--- config.mk ---
export PLATFORM = sky130hd
export DESIGN_NAME = srg_reset_gen
export DESIGN_NICKNAME = d
export VERILOG_FILES = /design/src/rtl/srg_pkg.sv /design/src/rtl/srg_reset_gen.sv
export SDC_FILE = /design/constraint.sdc
export NUM_CORES = 1
export LEC_CHECK = 0
export BUFFER_PORTS_ARGS = -buffer_cell sky130_fd_sc_hd__buf_2
export CAP_MARGIN = 20
export CELL_PAD_IN_SITES_DETAIL_PLACEMENT = 1
export CELL_PAD_IN_SITES_GLOBAL_PLACEMENT = 1
export CORE_MARGIN = 1
export CORE_UTILIZATION = 52
export DETAILED_ROUTE_END_ITERATION = 10
export PLACE_DENSITY = 0.85
export SLEW_MARGIN = 20
export SYNTH_ARGS = -nofsm -noshare
export SYNTH_HDL_FRONTEND = slang
export SYNTH_SLANG_ARGS = --single-unit
--- constraint.sdc ---
create_clock -name clk_sys -period 5.35 [get_ports clk_sys]
set_clock_uncertainty 0.05 [all_clocks]
set_input_delay 0.8025 -clock clk_sys [delete_from_list [all_inputs] [get_ports clk_sys]]
set_output_delay 0.8025 -clock clk_sys [all_outputs]
set_load 0.02 [all_outputs]
--- src/rtl/srg_pkg.sv ---
package srg_pkg;

  // ==========================================================
  // Timebase
  // ==========================================================
  localparam int unsigned CLK_PERIOD_PS = 20000;

  // ==========================================================
  // Release delay options (least times, rounded up)
  // ==========================================================
  localparam int unsigned DLY_SHORT_US  = 1090;
  localparam int unsigned DLY_MID_US    = 17500;
  localparam int unsigned DLY_LONG_US   = 140000;
  localparam int unsigned TYP_LONG_MS   = 280;
  localparam int unsigned DLY_SHORT_CYC = (DLY_SHORT_US * 1000 + 19) / 20;
  localparam int unsigned DLY_MID_CYC   = (DLY_MID_US * 1000 + 19) / 20;
  localparam int unsigned DLY_LONG_CYC  = (DLY_LONG_US * 1000 + 19) / 20;

  // ==========================================================
  // Manual reset filter, assert bound and counter widths
  // ==========================================================
  localparam int unsigned FILT_NS       = 100;
  localparam int unsigned FILT_CYC      = (FILT_NS * 1000 + CLK_PERIOD_PS - 1) / CLK_PERIOD_PS;
  localparam int unsigned ASSERT_MAX_US = 50;
  localparam int unsigned ASSERT_MAX_CYC = ASSERT_MAX_US * 1000000 / CLK_PERIOD_PS;

  localparam int unsigned CNT_W  = 24;
  localparam int unsigned FCNT_W = 4;
  localparam logic [CNT_W-1:0]  CNT_ZERO  = 24'h00_0000;
  localparam logic [CNT_W-1:0]  CNT_ONE   = 24'h00_0001;
  localparam logic [FCNT_W-1:0] FCNT_ZERO = 4'h0;
  localparam logic [FCNT_W-1:0] FCNT_ONE  = 4'h1;

  // ==========================================================
  // Build options and state encoding
  // ==========================================================
  typedef enum logic [1:0] {
    SRG_DLY_SHORT = 2'h0,
    SRG_DLY_MID   = 2'h1,
    SRG_DLY_LONG  = 2'h2
  } srg_dly_type;

  typedef enum logic [1:0] {
    SRG_PP_LOW  = 2'h0,
    SRG_OD_LOW  = 2'h1,
    SRG_PP_HIGH = 2'h2
  } srg_variant_type;

  typedef enum logic [2:0] {
    SRG_ST_HOLD  = 3'b001,
    SRG_ST_DELAY = 3'b010,
    SRG_ST_RUN   = 3'b100
  } srg_state_type;

endpackage

--- src/rtl/srg_reset_gen.sv ---
`timescale 1ns/1ps
// Notes on behaviour
// - Push-pull low variant: low while undervoltage
// - Push-pull low: hold low delay, then high
// - Push-pull high variant: high while undervoltage
// - Push-pull high: hold high delay, then low
// - Open-drain: sink low active, float after delay
// - Manual input active low, pulled up idle
// - Manual input filtered against short spikes
// - Reset active at power-up, undervoltage, manual
// - Three delay options: 1.09, 17.5, 140 ms
// - Polarity option: one high, two low
// - Driver option: two push-pull, one open-drain
// - Undervoltage flag follows comparator trip limits
// - Rising supply releases only after full delay
// - Assert within 50 us of crossing
// - Delay completes before output goes inactive
// - Start in reset, run once supply valid
// - Reject manual pulses shorter than 100 ns
// - Timer starts only with both sources inactive
// - Any source active again clears timer
module srg_reset_gen
  import srg_pkg::*;
#(
  parameter srg_dly_type     DLY_SEL  = SRG_DLY_LONG,
  parameter srg_variant_type VARIANT  = SRG_PP_LOW,
  parameter int unsigned     DLY_SHORT = DLY_SHORT_CYC,
  parameter int unsigned     DLY_MID   = DLY_MID_CYC,
  parameter int unsigned     DLY_LONG  = DLY_LONG_CYC
)(
  input  wire logic clk_sys,
  input  wire logic rst_n,
  input  wire logic under_volt,
  input  wire logic manual_reset_in_n,
  output logic      rst_out,
  output logic      rst_out_oe,
  output logic      rst_active
);

  // ==========================================================
  // Terminal count for the selected delay
  // ==========================================================
  function automatic logic [CNT_W-1:0] dly_term(input srg_dly_type s);
    case (s)
      SRG_DLY_SHORT: dly_term = CNT_W'(DLY_SHORT);
      SRG_DLY_MID:   dly_term = CNT_W'(DLY_MID);
      default:       dly_term = CNT_W'(DLY_LONG);
    endcase
  endfunction

  localparam logic [CNT_W-1:0]  TERM  = dly_term(DLY_SEL);
  localparam logic [FCNT_W-1:0] FTERM = FCNT_W'(FILT_CYC);

  // ==========================================================
  // State
  // ==========================================================
  typedef struct packed {
    logic               uv_s1;
    logic               uv_s2;
    logic               mr_s1;
    logic               mr_s2;
    logic               mr_filt;
    logic [FCNT_W-1:0]  fcnt;
    logic [CNT_W-1:0]   cnt;
    srg_state_type      st;
    logic               act;
  } srg_regs_type;

  srg_regs_type state_r;
  srg_regs_type state_nxt;
  logic         uv_async;
  logic         src_act;

  // Comparator hysteresis lives in the analog front end; flag taken as is
  assign uv_async = under_volt;

  always_comb
  begin
    state_nxt = state_r;
    // Two-flop synchronisers
    state_nxt.uv_s1 = uv_async;
    state_nxt.uv_s2 = state_r.uv_s1;
    // Undriven pin reads high through the pad pull-up
    state_nxt.mr_s1 = ~manual_reset_in_n;
    state_nxt.mr_s2 = state_r.mr_s1;
    // Low level must persist FTERM cycles to count
    if (!state_r.mr_s2)
    begin
      state_nxt.fcnt    = FCNT_ZERO;
      state_nxt.mr_filt = 1'b0;
    end
    else if (state_r.fcnt >= FTERM - FCNT_ONE)
    begin
      state_nxt.mr_filt = 1'b1;
    end
    else
    begin
      state_nxt.fcnt = state_r.fcnt + FCNT_ONE;
    end
    src_act = state_r.uv_s2 | state_r.mr_filt;
    case (state_r.st)
      SRG_ST_HOLD:
      begin
        state_nxt.cnt = CNT_ZERO;
        state_nxt.act = 1'b1;
        if (!src_act)
        begin
          state_nxt.st = SRG_ST_DELAY;
        end
      end
      SRG_ST_DELAY:
      begin
        state_nxt.act = 1'b1;
        if (src_act)
        begin
          state_nxt.cnt = CNT_ZERO;
          state_nxt.st  = SRG_ST_HOLD;
        end
        else if (state_r.cnt >= TERM - CNT_ONE)
        begin
          state_nxt.act = 1'b0;
          state_nxt.st  = SRG_ST_RUN;
        end
        else
        begin
          state_nxt.cnt = state_r.cnt + CNT_ONE;
        end
      end
      SRG_ST_RUN:
      begin
        state_nxt.act = 1'b0;
        if (src_act)
        begin
          state_nxt.act = 1'b1;
          state_nxt.cnt = CNT_ZERO;
          state_nxt.st  = SRG_ST_HOLD;
        end
      end
      default:
      begin
        state_nxt.st  = SRG_ST_HOLD;
        state_nxt.act = 1'b1;
      end
    endcase
  end

  // Reset loads a pessimistic picture: under-volt seen, held in reset
  always_ff @(posedge clk_sys or negedge rst_n)
  begin
    if (!rst_n)
    begin
      state_r.uv_s1   <= 1'b1;
      state_r.uv_s2   <= 1'b1;
      state_r.mr_s1   <= 1'b0;
      state_r.mr_s2   <= 1'b0;
      state_r.mr_filt <= 1'b0;
      state_r.fcnt    <= FCNT_ZERO;
      state_r.cnt     <= CNT_ZERO;
      state_r.st      <= SRG_ST_HOLD;
      state_r.act     <= 1'b1;
    end
    else
    begin
      state_r <= state_nxt;
    end
  end

  // ==========================================================
  // Output stage
  // ==========================================================
  // Async undervoltage bypass keeps assertion immediate
  assign rst_active = state_r.act | uv_async | ~rst_n;

  always_comb
  begin
    case (VARIANT)
      SRG_PP_HIGH:
      begin
        rst_out    = rst_active;
        rst_out_oe = 1'b1;
      end
      SRG_OD_LOW:
      begin
        rst_out    = 1'b0;
        rst_out_oe = rst_active;
      end
      default:
      begin
        rst_out    = ~rst_active;
        rst_out_oe = 1'b1;
      end
    endcase
  end
endmodule // srg_reset_gen

==> impl_results.md <==
- Filler Cells Inserted: 397
- TritonCTS clock tree: built
- Placer congestion estimate: 0.785
- CP Class: in2out
- Total CTS buffers: 5
- Avg Inst Size Synth: 10.0 um2
- Min cycle time layout: 2.68 ns
- WP data arrival: 1.83 ns
- I/O Buffers: 5
- Netlist cell types: 51
- Commonest non-fill, non-tap cell in the layout: dfrtp_1
- Hpwl dp: 3.02 mm
- Syn Nets: 199
- Vias in the first global route: 1595
- Commonest non-fill, non-tap cells in the layout: 33 x dfrtp_1, 16 x nor2_1, 12 x nand2_1
- Hold Buf Count CTS: 0
- Wirelength per Cell: 18.9 um
- Main synth FF type: dfrtp_1
- Post-cts sizing count: 0
- Initial Util: 56.3%
- Data required, critical path: 4.50 ns
- Synth warnings: 0
- Setup-failing EPs final: 0
- Fin worst setup slack: 2.67 ns
- Gr usage total: 24.9%
- Synth Instances: 193
- Die ar.: 3980 um2
- Hold Vio Cnt, Final: 0
- Fin nets: 205
- Cell leakage power: 0.000811 uW
- H-tree lvl count: 2
- Mapped Area: 1940 um2
- Layout cell share with drive strength beyond 1: 14.5%
- Worst-Skew Late Latency: 0.30 ns
- Critical-path top delay cell: buf_2
- Post-layout util: 61.1%
- CP Launch Type: primary input
- Via count: 1583
- Site Rows: 21
- Initial antenna violation count: 0
- Initial DRC Count: 92
- Status: completed
- Tightest hold margin: 0.310 ns
- WL final: 4.64 mm
- Worst slew margin: 44.3%
- CP max FO: 38
- Grt total ovfl: 0
- Residual DRC: 0
- Worst-Margin Slew: 0.835 ns
- RSZ-0062 raised after global routing: no
- Setup bufs post-CTS: 0
- DIE WIDTH: 63.1 um
- Power Dens Cells: 285 nW/um2
- Clk sinks: 37
- Critical path endpoint category: primary output
- Max-cap viol count: 0
- Core ar.: 3440 um2
- Max clock buf depth: 2
- DRT antenna net count: 0
- Sequential share of the synthesized area: 48.0%
- Peak VDD IR: 0.214 mV
- Largest net degree at the start of global routing: 39
- First-pass iteration count of the detailed router: 4
- Cell repeated most along the worst path: buf_2
- Global-route wire length before repair: 7.50 mm
- Area Overhead vs Synth: 8.39%
- Synth Register Bits: 37
- CTS root buf: clkbuf_8
- Cells along the critical path: buf_2, nand2_1, inv_1, buf_2
- Critical path's largest stage delay: 0.64 ns
- Crit share post-route: 50.1%
- Slew Limit Fails: 0
- Inserted Diodes: 0
- Async set-reset flop share out of synthesis: 100%
- Total Neg Setup Slack: 0 ns
- Min-Delay Path Class: reg2reg
- Post-synth EDFFs: 0
- Die extent in y: 63.1 um
- Reg clk slew, reported paths: 0.07 ns
- I/O pins: 7
- Vias/cell: 6.43
- Max Fclk: 373 MHz
- DP Worst Slack: 2.62 ns
[path summary, 6_finish.rpt]
kind | startpoint | end | slack (ns) | depth (start not counted)
min in group asynchronous | rst_n | state_r[20] | 0.55 | 1
max in group asynchronous | rst_n | state_r[31] | 4.17 | 1
worst min register to register | state_nxt[35] | state_r[35] | 0.31 | 0
worst max register to register | state_r[4] | state_r[2] | 2.84 | 7
worst min-delay path | state_nxt[35] | state_r[35] | 0.31 | 0
worst max-delay path | rst_n | rst_out | 2.67 | 4
[cell usage after synthesis (2+ instances only)]
cell type / n / area (um2)
dfrtp_1: 33 / 826
nor2_1: 16 / 60.1
nand2_1: 12 / 45.0
nand3_1: 11 / 55.1
a21oi_1: 10 / 50.1
o21ai_0: 8 / 40.0
or4_1: 8 / 60.1
or3_1: 7 / 43.8
xnor2_1: 7 / 61.3
inv_1: 6 / 22.5
o31ai_1: 6 / 45.0
nand4_1: 5 / 31.3
nor4_1: 5 / 31.3
buf_2: 4 / 20.0
dfstp_2: 4 / 105
and2_1: 3 / 18.8
nor2b_1: 3 / 18.8
o211ai_1: 3 / 22.5
and4_1: 2 / 17.5
buf_4: 2 / 15.0
ha_1: 2 / 25.0
nand2b_1: 2 / 12.5
nor3_1: 2 / 10.0
nor4b_1: 2 / 17.5
o21a_1: 2 / 15.0
or2_2: 2 / 12.5
xor2_1: 2 / 17.5
[metal layers]
metal  routed length [um]  GRT usage (%)  share of wire [%]
met4                   67           10.2                1.4
met3                  205           5.80                4.4
met2                 2420           42.5                 52
met5                    0              0                  0
met1                 1950           29.9                 42
[registers in the layout, indices dropped and copies added, names as in the netlist]
name and flops:
state_r 35, state_nxt 2
[where the power goes]
part / leakage, uW / internal, uW / switching [uW]
sequential: 0.000495 / 292 / 14.4
clock: 0.0000542 / 116 / 101
combinational: 0.000262 / 23.1 / 51.6
[metrics by stage]
stage	power [uW]	cell area [um2]	instances
finish	598	2100	246
global route	619	2100	246
CTS	601	2090	246
detailed placement	385	1990	238
global placement	377	1990	238
floorplan	362	1940	193
[final cells by class]
cell class                      count  area [um2]  share of cell area (%)
Multi-Input combinational cell    143         957                    45.5
Sequential cell                    37         931                    44.3
Timing Repair Buffer                6        32.5                    1.55
Tap cell                           46        57.6                    2.74
Clock inverter                      1        5.00                   0.238
Clock buffer                        7        96.3                    4.58
Inverter                            6        22.5                    1.07
[cells by family (layout without fill, tap and decap cells)]
logic type	Yosys count	after routing	synth area share, %
compound gates	39	39	13.7
xor+xnor	9	9	4.06
fa+ha+maj	2	2	1.29
buf+inv	13	20	3.55
flops	37	37	48.0
mux	1	1	0.516
other cells	1	1	0.193
simple gates	91	91	28.7
[worst max-delay path: cells and delay by family]
kind	cells	cell delay, ns
AND/OR/NAND/NOR	1	0.14
buffers and inverters	3	0.88
No activity file was read; power rests on OpenSTA's default activity.
